`config.mk`:
```
export PLATFORM = sky130hd
export DESIGN_NAME = icd_decoder
export DESIGN_NICKNAME = d
export VERILOG_FILES = /design/src/logic/icd_pkg.sv /design/src/logic/icd_decoder.sv /design/src/logic/icd_phase.sv
export SDC_FILE = /design/constraint.sdc
export NUM_CORES = 1
export LEC_CHECK = 0
export BUFFER_PORTS_ARGS = -buffer_cell sky130_fd_sc_hd__buf_2
export CAP_MARGIN = 20
export CORE_ASPECT_RATIO = 1.25
export CORE_MARGIN = 2
export CORE_UTILIZATION = 25
export DETAILED_ROUTE_END_ITERATION = 10
export SLEW_MARGIN = 20
export SYNTH_ARGS = -nofsm -noshare
export SYNTH_HDL_FRONTEND = slang
export SYNTH_SLANG_ARGS = --single-unit
```
`constraint.sdc`:
```
create_clock -name clk -period 1.7 [get_ports clk]
set_clock_uncertainty 0.05 [all_clocks]
set_input_delay 0.255 -clock clk [delete_from_list [all_inputs] [get_ports clk]]
set_output_delay 0.255 -clock clk [all_outputs]
set_load 0.01 [all_outputs]
```
`src/logic/icd_pkg.sv`:
```
// Shared constants, field layout and types of the instruction cycle decoder
// Overview of operation
// - Each plain instruction is 24 bits, top 8 bits being the opcode.
// - Almost all instructions are one word; three forms take a second word.
// - Two-word forms hold 48 bits; second word top 8 zero runs as no-op.
// - Plain instructions take one cycle, two when a test is true or PC changes.
// - Branch, indirect jumps, table access and returns take two or three cycles.
// - Taken skip costs two cycles, three when the skipped one is two words.
// - Every two-word instruction finishes in exactly two cycles.
// - Register ops decode base, modifiable second source and modifiable destination.
// - File ops decode file address and selector for file or register zero.
// - Bit ops address register or file, bit from literal or base register.
// - Literal ALU ops decode separate destination only when not the base.
// - One instruction cycle lasts two oscillator periods.
// - Clock output low in the first half cycle, high in the second.
// - When selected, the clock output pin carries the oscillator divided by two.
package icd_pkg;
   localparam int WORD_W    = 24;
   localparam int OPC_W     = 8;
   localparam int OPC_LSB   = 16;
   localparam int REG_W     = 4;
   localparam int MODE_W    = 2;
   localparam int FADDR_W   = 11;
   localparam int LIT_W     = 7;
   localparam int CYC_W     = 2;
   localparam int PHASE_W   = 1;
   // Operand field positions
   localparam int BASE_LSB  = 12;
   localparam int DEST_LSB  = 8;
   localparam int DMODE_LSB = 6;
   localparam int SMODE_LSB = 4;
   localparam int SRC_LSB   = 0;
   localparam int FADDR_LSB = 0;
   localparam int DSEL_BIT  = 13;
   localparam int ONFILE_BIT = 11;
   localparam int DSEP_BIT  = 11;
   localparam int LIT_LSB   = 4;
   // Opcodes of control forms; values are arbitrary
   localparam logic [7:0] OP_NOP       = 8'h00;
   localparam logic [7:0] OP_BRA_ALWAYS = 8'h70;
   localparam logic [7:0] OP_BRA_COND  = 8'h71;
   localparam logic [7:0] OP_SKIP      = 8'h72;
   localparam logic [7:0] OP_CALL_IND  = 8'h73;
   localparam logic [7:0] OP_GOTO_IND  = 8'h74;
   localparam logic [7:0] OP_TBL_RD    = 8'h75;
   localparam logic [7:0] OP_TBL_WR    = 8'h76;
   localparam logic [7:0] OP_RETURN    = 8'h77;
   localparam logic [7:0] OP_IRET      = 8'h78;
   localparam logic [7:0] OP_GOTO_LONG = 8'h80;
   localparam logic [7:0] OP_CALL_LONG = 8'h81;
   localparam logic [7:0] OP_MOV_DBL   = 8'h82;
   // Upper opcode nibble of data forms
   localparam logic [3:0] GRP_WORKING_REG_ZERO_ALIAS   = 4'h1;
   localparam logic [3:0] GRP_FILE   = 4'h2;
   localparam logic [3:0] GRP_BITLIT = 4'h3;
   localparam logic [3:0] GRP_BITIND = 4'h4;
   localparam logic [3:0] GRP_LITALU = 4'h5;
   localparam logic [3:0] GRP_LITMOV = 4'h6;
   // Instruction cycle counts
   localparam logic [1:0] CYC_ONE   = 2'h1;
   localparam logic [1:0] CYC_TWO   = 2'h2;
   localparam logic [1:0] CYC_THREE = 2'h3;

   typedef enum logic [3:0] {
      CL_NOP, CL_WORKING_REG_ZERO_ALIAS, CL_FILE, CL_BIT_LIT, CL_BIT_IND, CL_LIT_ALU,
      CL_LIT_MOV, CL_BRA_COND, CL_SKIP, CL_BRA_ALWAYS, CL_JUMP_IND,
      CL_TABLE, CL_RETURN, CL_IRET, CL_TWO_WORD
   } icd_class_t;

   typedef struct packed {
      logic [OPC_W-1:0]   opcode;
      icd_class_t         cls;
      logic [REG_W-1:0]   base_source_reg;
      logic [REG_W-1:0]   second_source_reg;
      logic [MODE_W-1:0]  second_mode;
      logic [REG_W-1:0]   result_dest_reg;
      logic [MODE_W-1:0]  dest_mode;
      logic [FADDR_W-1:0] file_addr;
      logic               working_reg_zero_alias;
      logic               on_file;
      logic [REG_W-1:0]   bit_pos;
      logic               bit_from_reg;
      logic [LIT_W-1:0]   literal;
   } icd_dec_t;
endpackage

```
`src/logic/icd_decoder.sv`:
```
// Instruction decoder with cycle counting and no-op insertion
`timescale 1ns/1ps
module icd_decoder
   import icd_pkg::*;
(
   // Clock and reset
   input  wire logic               clk,
   input  wire logic               rst_n,
   // Program memory word, execution feedback and clock output select
   input  wire logic [WORD_W-1:0]  instr_word,
   input  wire logic               cond_true,
   input  wire logic               clock_output_pin_sel,
   // Decoded instruction
   output icd_dec_t                dec_reg,
   output logic [WORD_W-1:0]       ext_word_reg,
   output logic [CYC_W-1:0]        cycles_reg,
   // Cycle strobes
   output logic                    exec_valid_reg,
   output logic                    exec_nop_reg,
   output logic                    ext_valid_reg,
   // Clock output
   output logic                    clock_output_pin
);
   typedef enum logic [1:0] {ST_DECODE, ST_EXT, ST_FLUSH} icd_state_t;

   icd_state_t       state_reg;
   logic [1:0]       flush_cnt_reg;
   logic             skip_reg;
   logic             cy_en;
   icd_class_t       cur_cls;
   logic [1:0]       extra_next;
   logic             skip_long;

   // Opcode classification; also used on words being squashed
   function automatic icd_class_t cls_f(input logic [OPC_W-1:0] op);
      icd_class_t c;
      c = CL_NOP;
      case (op[7:4])
         GRP_WORKING_REG_ZERO_ALIAS:   c = CL_WORKING_REG_ZERO_ALIAS;
         GRP_FILE:   c = CL_FILE;
         GRP_BITLIT: c = CL_BIT_LIT;
         GRP_BITIND: c = CL_BIT_IND;
         GRP_LITALU: c = CL_LIT_ALU;
         GRP_LITMOV: c = CL_LIT_MOV;
         default:    c = CL_NOP;
      endcase
      case (op)
         OP_BRA_COND:   c = CL_BRA_COND;
         OP_SKIP:       c = CL_SKIP;
         OP_BRA_ALWAYS: c = CL_BRA_ALWAYS;
         OP_CALL_IND,
         OP_GOTO_IND:   c = CL_JUMP_IND;
         OP_TBL_RD,
         OP_TBL_WR:     c = CL_TABLE;
         OP_RETURN:     c = CL_RETURN;
         OP_IRET:       c = CL_IRET;
         OP_GOTO_LONG,
         OP_CALL_LONG,
         OP_MOV_DBL:    c = CL_TWO_WORD;
         default:       c = c;
      endcase
      return c;
   endfunction

   // Operand split; every field is filled, class says which are meaningful
   function automatic icd_dec_t dec_f(input logic [WORD_W-1:0] w);
      icd_dec_t d;
      d = '0;
      d.opcode            = w[OPC_LSB +: OPC_W];
      d.cls               = cls_f(d.opcode);
      d.base_source_reg   = w[BASE_LSB +: REG_W];
      d.second_source_reg = w[SRC_LSB +: REG_W];
      d.second_mode       = w[SMODE_LSB +: MODE_W];
      d.result_dest_reg   = w[DEST_LSB +: REG_W];
      d.dest_mode         = w[DMODE_LSB +: MODE_W];
      d.file_addr         = w[FADDR_LSB +: FADDR_W];
      d.working_reg_zero_alias = (d.cls == CL_FILE) && w[DSEL_BIT];
      d.on_file           = w[ONFILE_BIT];
      d.bit_pos           = w[BASE_LSB +: REG_W];
      d.bit_from_reg      = (d.cls == CL_BIT_IND);
      d.literal           = w[LIT_LSB +: LIT_W];
      if (d.cls == CL_BIT_IND)
      begin
         d.bit_pos = '0; // Position taken from base register contents
      end
      if (d.cls == CL_LIT_ALU)
      begin
         // Without the separate flag the result returns to the base
         d.second_mode = '0;
         d.dest_mode   = '0;
         d.result_dest_reg = w[DSEP_BIT] ? w[SRC_LSB +: REG_W]
                                         : w[BASE_LSB +: REG_W];
      end
      return d;
   endfunction

   icd_phase u_phase (
      .clk              (clk),
      .rst_n            (rst_n),
      .clock_output_pin_sel         (clock_output_pin_sel),
      .cy_en            (cy_en),
      .clock_output_pin (clock_output_pin)
   );

   // Extra no-op cycles owed by the word now being decoded
   always_comb
   begin
      cur_cls    = cls_f(instr_word[OPC_LSB +: OPC_W]);
      extra_next = 2'h0;
      case (cur_cls)
         CL_BRA_ALWAYS,
         CL_JUMP_IND,
         CL_TABLE:    extra_next = 2'h1;
         CL_RETURN,
         CL_IRET:     extra_next = 2'h2;
         CL_BRA_COND,
         CL_SKIP:     extra_next = cond_true ? 2'h1 : 2'h0;
         default:     extra_next = 2'h0;
      endcase
   end

   // A skipped first word of a two-word form drags its second word along
   assign skip_long = skip_reg && (cur_cls == CL_TWO_WORD);

   // Sequencing of decode, second word and squashed cycles
   always_ff @(posedge clk or negedge rst_n)
   begin
      if (!rst_n)
      begin
         state_reg     <= ST_DECODE;
         flush_cnt_reg <= 2'h0;
         skip_reg      <= 1'b0;
      end
      else if (cy_en)
      begin
         case (state_reg)
            ST_DECODE:
            begin
               skip_reg      <= (cur_cls == CL_SKIP) && cond_true;
               flush_cnt_reg <= extra_next;
               if (cur_cls == CL_TWO_WORD)
               begin
                  state_reg <= ST_EXT;
               end
               else if (extra_next != 2'h0)
               begin
                  state_reg <= ST_FLUSH;
               end
            end
            ST_EXT:
            begin
               state_reg <= ST_DECODE;
            end
            ST_FLUSH:
            begin
               skip_reg <= 1'b0;
               if (!skip_long)
               begin
                  flush_cnt_reg <= flush_cnt_reg - 2'h1;
                  if (flush_cnt_reg == 2'h1)
                  begin
                     state_reg <= ST_DECODE;
                  end
               end
            end
            default:
            begin
               state_reg <= ST_DECODE;
            end
         endcase
      end
   end

   // Strobes; a squashed word only ever shows as exec_nop
   always_ff @(posedge clk or negedge rst_n)
   begin
      if (!rst_n)
      begin
         exec_valid_reg <= 1'b0;
         exec_nop_reg   <= 1'b0;
         ext_valid_reg  <= 1'b0;
      end
      else
      begin
         exec_valid_reg <= cy_en && (state_reg == ST_DECODE);
         exec_nop_reg   <= cy_en && (state_reg == ST_FLUSH);
         ext_valid_reg  <= cy_en && (state_reg == ST_EXT);
      end
   end

   // Decoded fields and the extension word
   always_ff @(posedge clk or negedge rst_n)
   begin
      if (!rst_n)
      begin
         dec_reg      <= '0;
         ext_word_reg <= '0;
      end
      else if (cy_en)
      begin
         if (state_reg == ST_DECODE)
         begin
            dec_reg <= dec_f(instr_word);
         end
         if (state_reg == ST_EXT)
         begin
            ext_word_reg <= instr_word;
         end
      end
   end

   // Cycle total; a long skip adds its third cycle one cycle later
   always_ff @(posedge clk or negedge rst_n)
   begin
      if (!rst_n)
      begin
         cycles_reg <= CYC_ONE;
      end
      else if (cy_en)
      begin
         if (state_reg == ST_DECODE)
         begin
            cycles_reg <= (cur_cls == CL_TWO_WORD) ? CYC_TWO
                          : CYC_ONE + extra_next;
         end
         else if (state_reg == ST_FLUSH && skip_long)
         begin
            cycles_reg <= CYC_THREE;
         end
      end
   end
endmodule

```
`src/logic/icd_phase.sv`:
```
// Instruction cycle phase divider and clock output flop
`timescale 1ns/1ps
module icd_phase
   import icd_pkg::*;
(
   // Clock and reset
   input  wire logic clk,
   input  wire logic rst_n,
   // Control
   input  wire logic clock_output_pin_sel,
   // Phase outputs
   output logic      cy_en,
   output logic      clock_output_pin
);
   logic phase_next;

   // Low half is phases one and two, high half is three and four
   assign phase_next = ~cy_en;

   // Divide by two; cy_en high in the second half marks the cycle end
   always_ff @(posedge clk or negedge rst_n)
   begin
      if (!rst_n)
      begin
         cy_en <= 1'b0;
      end
      else
      begin
         cy_en <= phase_next;
      end
   end

   // Pin is forced low when the output function is not selected
   always_ff @(posedge clk or negedge rst_n)
   begin
      if (!rst_n)
      begin
         clock_output_pin <= 1'b0;
      end
      else
      begin
         clock_output_pin <= clock_output_pin_sel & phase_next;
      end
   end
endmodule

```
==> results of run 1 <==
==> what timing repair did <==
action                                  in CTS  in global routing
resized for setup                            0                  4
buffers inserted                             0                  0
hold buffers                                 1                  0
hold endpoints to repair                    23                  0
endpoints found under the setup margin       0                 10
==> layer usage <==
metal  GRT usage  routed length (um)  share of wire
met5           0                   0              0
met1       0.161                4060           0.43
met4      0.0634                 229          0.024
met2       0.232                4660           0.49
met3      0.0272                 521          0.055
==> worst min-delay path by stage <==
stage | slack, ns | start | to
2_1_floorplan | -0.09 | rst_n | cycles_reg[1]
3_3_place_gp | 0.14 | rst_n | u_phase.clock_output_pin
3_5_place_dp | 0.14 | rst_n | u_phase.clock_output_pin
4_1_cts | 0.08 | instr_word[6] | ext_word_reg[6]
5_1_grt | 0.09 | instr_word[4] | ext_word_reg[4]
6_report | 0.09 | instr_word[6] | ext_word_reg[6]
==> per-stage QoR <==
stage | TNS, ns | area, um^2
after CTS | 0 | 4660
after global routing | 0 | 4680
after floorplan | -0.215 | 3400
after detailed placement | -0.948 | 4320
after global placement | -0.763 | 4320
final | 0 | 4680
==> cell usage after synthesis (all sizes together) <==
cell type  number
o221ai          1
or4b            1
a32o            2
nand3           2
inv            10
and3            2
o2bb2ai         1
a211oi          4
a22oi           1
o21ai          26
a2111oi         1
nand4b          1
nand2         114
and3b           1
a22o            1
and2b           1
a21o            1
xnor2           1
a31oi           4
ha              2
nor3b           1
mux2i           4
o31a            1
nor4            1
a311oi          2
o311ai          1
o21a            3
clkbuf         12
nor3            3
nand4           1
clkinv          1
a21oi           8
buf            16
nor2           13
mux2           12
a31o            1
nand2b          2
dfstp           1
dfrtp          77
nor2b           2
==> report_power, final <==
group	leakage, uW	switching, uW	internal (uW)
sequential	0.000920	331	2440
combinational	0.00126	1370	941
clock	0.000159	742	1430
total	0.00234	2440	4810
==> placed cells by master, fill, tap and decap left out, types with 2 or more instances in the layout <==
cell type,count
clkinvlp_4,2
mux2_2,12
a311oi_1,2
mux2i_1,4
bufinv_16,3
dfrtp_1,77
inv_1,9
o21ai_0,23
clkbuf_16,9
buf_2,109
nor2_1,11
nor2b_1,2
buf_4,35
buf_12,4
a211oi_2,2
a32o_1,2
a31oi_1,4
nor2_2,2
nand2_1,113
nor3_1,3
o21a_1,3
o21ai_1,3
a21oi_1,8
nand3_1,2
==> cell type report <==
class / instances / area (um^2) / share of cell area
flip-flops and latches: 78 / 1950 / 0.417
multi-input cells: 222 / 1230 / 0.263
repair buffers: 149 / 898 / 0.192
clock buffers: 10 / 229 / 0.0489
inverters: 11 / 41.3 / 0.00883
clock inverters: 6 / 110 / 0.0235
well taps: 171 / 214 / 0.0457
==> critical path, cell delays in order <==
cell	delay, ns
buf_2	0.14
buf_12	0.13
a2111oi_2	0.40
inv_1	0.11
o21a_1	0.21
ha_2	0.29
nor4_2	0.22
nor2_1	0.06
==> logic make-up after synthesis <==
family          Yosys count  synth area share
compound gates           58             0.113
xor+xnor                  1           0.00258
fa+ha+maj                 2           0.00737
buf+inv                  39            0.0685
flops                    78             0.575
mux                      16            0.0516
simple gates            145             0.182
==> impl_metrics.py, run 1 <==
metrics = {
    "worst_setup_path": {
        "required_ns": 1.86,
        "crit_type": "in -> reg",
        "crit-reg2reg-launch": "state_reg[1]",
        "rr_worst_depth": 6,
        "worst-path-max-fanout": 5,
        "rr_endpoint": "ext_word_reg[5]",
        "cp-end-kind": "register",
        "arrival_ns": 1.80,
        "worstSetupEndpoint": "cycles_reg[1]",
        "crit_start": "instr_word[16]",
        "r2r_slack_ns": 0.11,
        "crit_path_start_kind": "input port",
    },
    "drt": {
        "drtAntennaViolNets": 0,
        "drcViolationCount": 0,
        "wl_per_cell_um": 14.6,
        "vias_per_cell": 4.42,
        "dr_total_vias": 2859,
        "drtIter0Drc": 103,
        "drt_wl_total_um": 9470,
        "dr.pass1.iters": 4,
    },
    "logic_synthesis": {
        "synthCells": 339,
        "ys_seq_area_frac": 0.575,
        "yosysTopAreaCellShare": 0.567,
        "synth_area_um2": 3400,
        "synth_cell_types": 50,
        "syn-num-nets": 369,
        "yosys_warnings": 0,
        "yosys.area.top_type": "dfrtp_1",
        "ys_ff_latch": 78,
        "avgSynthCellArea_um2": 10.0,
        "synthTopCellsByArea": "dfrtp_1, nand2_1, mux2_2",
    },
    "global_routing": {
        "grt_pass1_wl_um": 15100,
        "gr-usage-all-layers": 0.135,
        "grt_max_degree": 53,
        "grt_pass1_vias": 2945,
        "overflow": 0,
        "antenna_found_initial": 0,
    },
    "placed_design": {
        "dp_cells": 630,
        "port_buffers": 110,
        "dp_hpwl_um": 6970,
        "place_congestion": 0.872,
        "pre_cts_ws_ns": -0.346,
    },
    "clock_network": {
        "cts-root-buf": "clkbuf_16",
        "cts.clk_slew.worst_paths_ns": 0.06,
        "cts_buffer_depth": 2,
        "clock_latency_ns": 0.33,
        "clock_sinks": 78,
        "cts_tree": "done",
        "cts-htree-levels": 3,
        "numCtsBuffers": 9,
    },
    "timing": {
        "setup_viol": 0,
        "worst_pin_slew_ns": 0.355,
        "drv_slew": 0,
        "slew_headroom": 0.764,
        "rsz0062_at_grt": "false",
        "setup_slack_ns": 0.0621,
        "layout_min_cycle_time_ns": 1.64,
        "hold_ws_ns": 0.0909,
        "final_hold_viol_count": 0,
        "period_share": 0.963,
        "max_freq_mhz": 611,
    },
    "layout": {
        "fin_nets": 501,
        "diodes": 0,
        "largest_reg_flops": 42,
        "drive_above_1_share": 0.403,
        "final_core_utilization": 0.352,
        "fin_cells": 647,
        "fill_cells": 1382,
        "area_delta_synth_final_pct": 37.7,
    },
    "floorplanning": {
        "die_area_um2": 14500,
        "die_y_um": 134,
        "io_pins": 111,
        "rows": 47,
        "die_w_um": 108,
        "initial_core_util": 0.256,
        "core_um2": 13300,
    },
    "pwr": {
        "finalPower_uw": 7260,
        "ir_worst_vdd_v": 0.000499,
        "p_per_area_nw_per_um2": 1550,
        "p_leak_uw": 0.00234,
    },
    "status": {
        "outcome": "complete, no violations",
    },
    "job": {
        "max_cap_violations": 0,
    },
    "hold_path": {
        "hold_path_class": "in -> reg",
        "hold_depth": 3,
    },
}
Note: power is estimated with default switching activity, not from simulation.
==> run 2, diff against run 1 <==
- BUFFER_PORTS_ARGS: -buffer_cell sky130_fd_sc_hd__buf_2 -> -buffer_cell sky130_fd_sc_hd__clkbuf_2
- CTS_BUF_LIST: not set -> sky130_fd_sc_hd__clkbuf_8
==> impl_metrics.py, run 2 (synthesis results as in run 1) <==
metrics = {
    "drt": {
        "drcViolationCount": 0,
        "drtIter0Drc": 136,
        "dr.pass1.iters": 5,
        "dr_total_vias": 2889,
        "drt_wl_total_um": 9710,
        "vias_per_cell": 4.45,
        "drtAntennaViolNets": 0,
        "wl_per_cell_um": 15.0,
    },
    "clock_network": {
        "cts_buffer_depth": 2,
        "clock_sinks": 78,
        "clock_latency_ns": 0.35,
        "numCtsBuffers": 9,
        "cts.clk_slew.worst_paths_ns": 0.07,
        "cts-htree-levels": 3,
        "cts-root-buf": "clkbuf_8",
        "cts_tree": "done",
    },
    "layout": {
        "area_delta_synth_final_pct": 37.5,
        "final_cell_area_um2": 4670,
        "diodes": 0,
        "largest_reg_flops": 42,
        "drive_above_1_share": 0.416,
        "mostFrequentLayoutCells": "nand2_1, clkbuf_2, dfrtp_1, buf_4, o21ai_0",
        "multiInputGateArea_um2": 1290,
        "ff_latch_area_um2": 1950,
        "fill_cells": 1378,
        "final_common_cell": "nand2_1",
        "fin_nets": 504,
    },
    "timing": {
        "worst_pin_slew_ns": 0.438,
        "hold_ws_ns": 0.0642,
        "drv_slew": 0,
        "tns_ns": 0,
        "setup_viol": 0,
        "layout_min_cycle_time_ns": 1.66,
        "final_hold_viol_count": 0,
        "period_share": 0.977,
        "max_freq_mhz": 602,
        "slew_headroom": 0.705,
    },
    "global_routing": {
        "antenna_found_initial": 0,
        "grt_max_degree": 47,
        "grt_pass1_wl_um": 15700,
        "gr-usage-all-layers": 0.142,
        "overflow": 0,
        "grt_pass1_vias": 2961,
    },
    "worst_setup_path": {
        "crit_path_start_kind": "input port",
        "rr_endpoint": "ext_word_reg[6]",
        "worst-path-max-fanout": 4,
        "crit_type": "in -> reg",
        "required_ns": 1.89,
        "arrival_ns": 1.85,
        "rr_worst_depth": 6,
        "r2r_slack_ns": 0.15,
        "cp-end-kind": "register",
        "crit-reg2reg-launch": "state_reg[1]",
    },
    "hold_path": {
        "min_from": "instr_word[6]",
        "hold_end": "ext_word_reg[6]",
        "hold_path_class": "in -> reg",
        "hold_depth": 3,
    },
    "floorplanning": {
        "rows": 47,
        "die_w_um": 108,
        "core_um2": 13300,
        "io_pins": 111,
        "initial_core_util": 0.256,
        "die_area_um2": 14500,
        "die_y_um": 134,
    },
    "placed_design": {
        "post_dp_cell_area_um2": 4310,
        "place_congestion": 0.844,
        "dp_hpwl_um": 7250,
        "port_buffers": 110,
    },
    "job": {
        "max_cap_violations": 0,
    },
    "pwr": {
        "p_per_area_nw_per_um2": 1470,
        "ir_worst_vdd_v": 0.000652,
        "p_leak_uw": 0.00235,
    },
    "status": {
        "outcome": "complete, no violations",
    },
}
[run 2: cell types whose count changed in the layout (fill, tap and decap cells not counted), moves of 2 or more]
cell / delta
buf_2: -109
clkbuf_2: +106
clkbuf_8: +12
clkbuf_16: -9
buf_4: +6
buf_12: -2
buf_6: +2
[run 2: report_power, final]
group,switching (uW),total [uW],internal (uW),leakage [uW]
clock,673,1760,1090,0.000129
sequential,351,2790,2440,0.000920
combinational,1400,2340,944,0.00130
[run 2: final cells by class]
type / instances / share of cell area
clock buffer: 12 / 0.0354
timing repair buffer: 152 / 0.195
inverter: 11 / 0.00964
clock inverter: 3 / 0.0193
sequential: 78 / 0.418
tap: 171 / 0.0458
multi-input combinational: 222 / 0.277
[run 2: worst max path at each step]
stage | start | endpoint | depth (start not counted)
floorplan | instr_word[17] | cycles_reg[1] | 7
global placement | instr_word[17] | cycles_reg[1] | 8
detailed placement | instr_word[17] | cycles_reg[1] | 8
CTS | instr_word[17] | cycles_reg[1] | 8
global route | instr_word[18] | cycles_reg[1] | 7
finish | instr_word[18] | cycles_reg[1] | 7
[run 2: critical path, cell delays in order]
cell,delay (ns)
buf_6,0.11
or4b_4,0.55
a211oi_4,0.29
inv_2,0.07
ha_4,0.25
nor4_4,0.25
nor2_1,0.07
[run 2: timing repair]
action,CTS,global route
hold buffers,1,0
resized for setup,1,23
pin swaps,0,6
buffers inserted,0,1
endpoints found under the setup margin,2,18
hold endpoints to repair,17,0
[run 2: routing by layer]
layer	track usage	share of wire
met5	0	0
met3	0.0413	0.057
met1	0.171	0.43
met4	0.0442	0.015
met2	0.243	0.50
[run 2: through the flow]
stage | setup slack [ns] | util | total power (uW) | cells
2_1_floorplan | -0.145 | - | 4140 | 339
3_3_place_gp | -0.293 | 0.324 | 5110 | 632
3_5_place_dp | -0.349 | 0.324 | 5180 | 632
4_1_cts | 0.0158 | 0.344 | 6960 | 648
5_1_grt | -0.000493 | 0.351 | 7420 | 649
6_report | 0.0392 | 0.351 | 6890 | 649
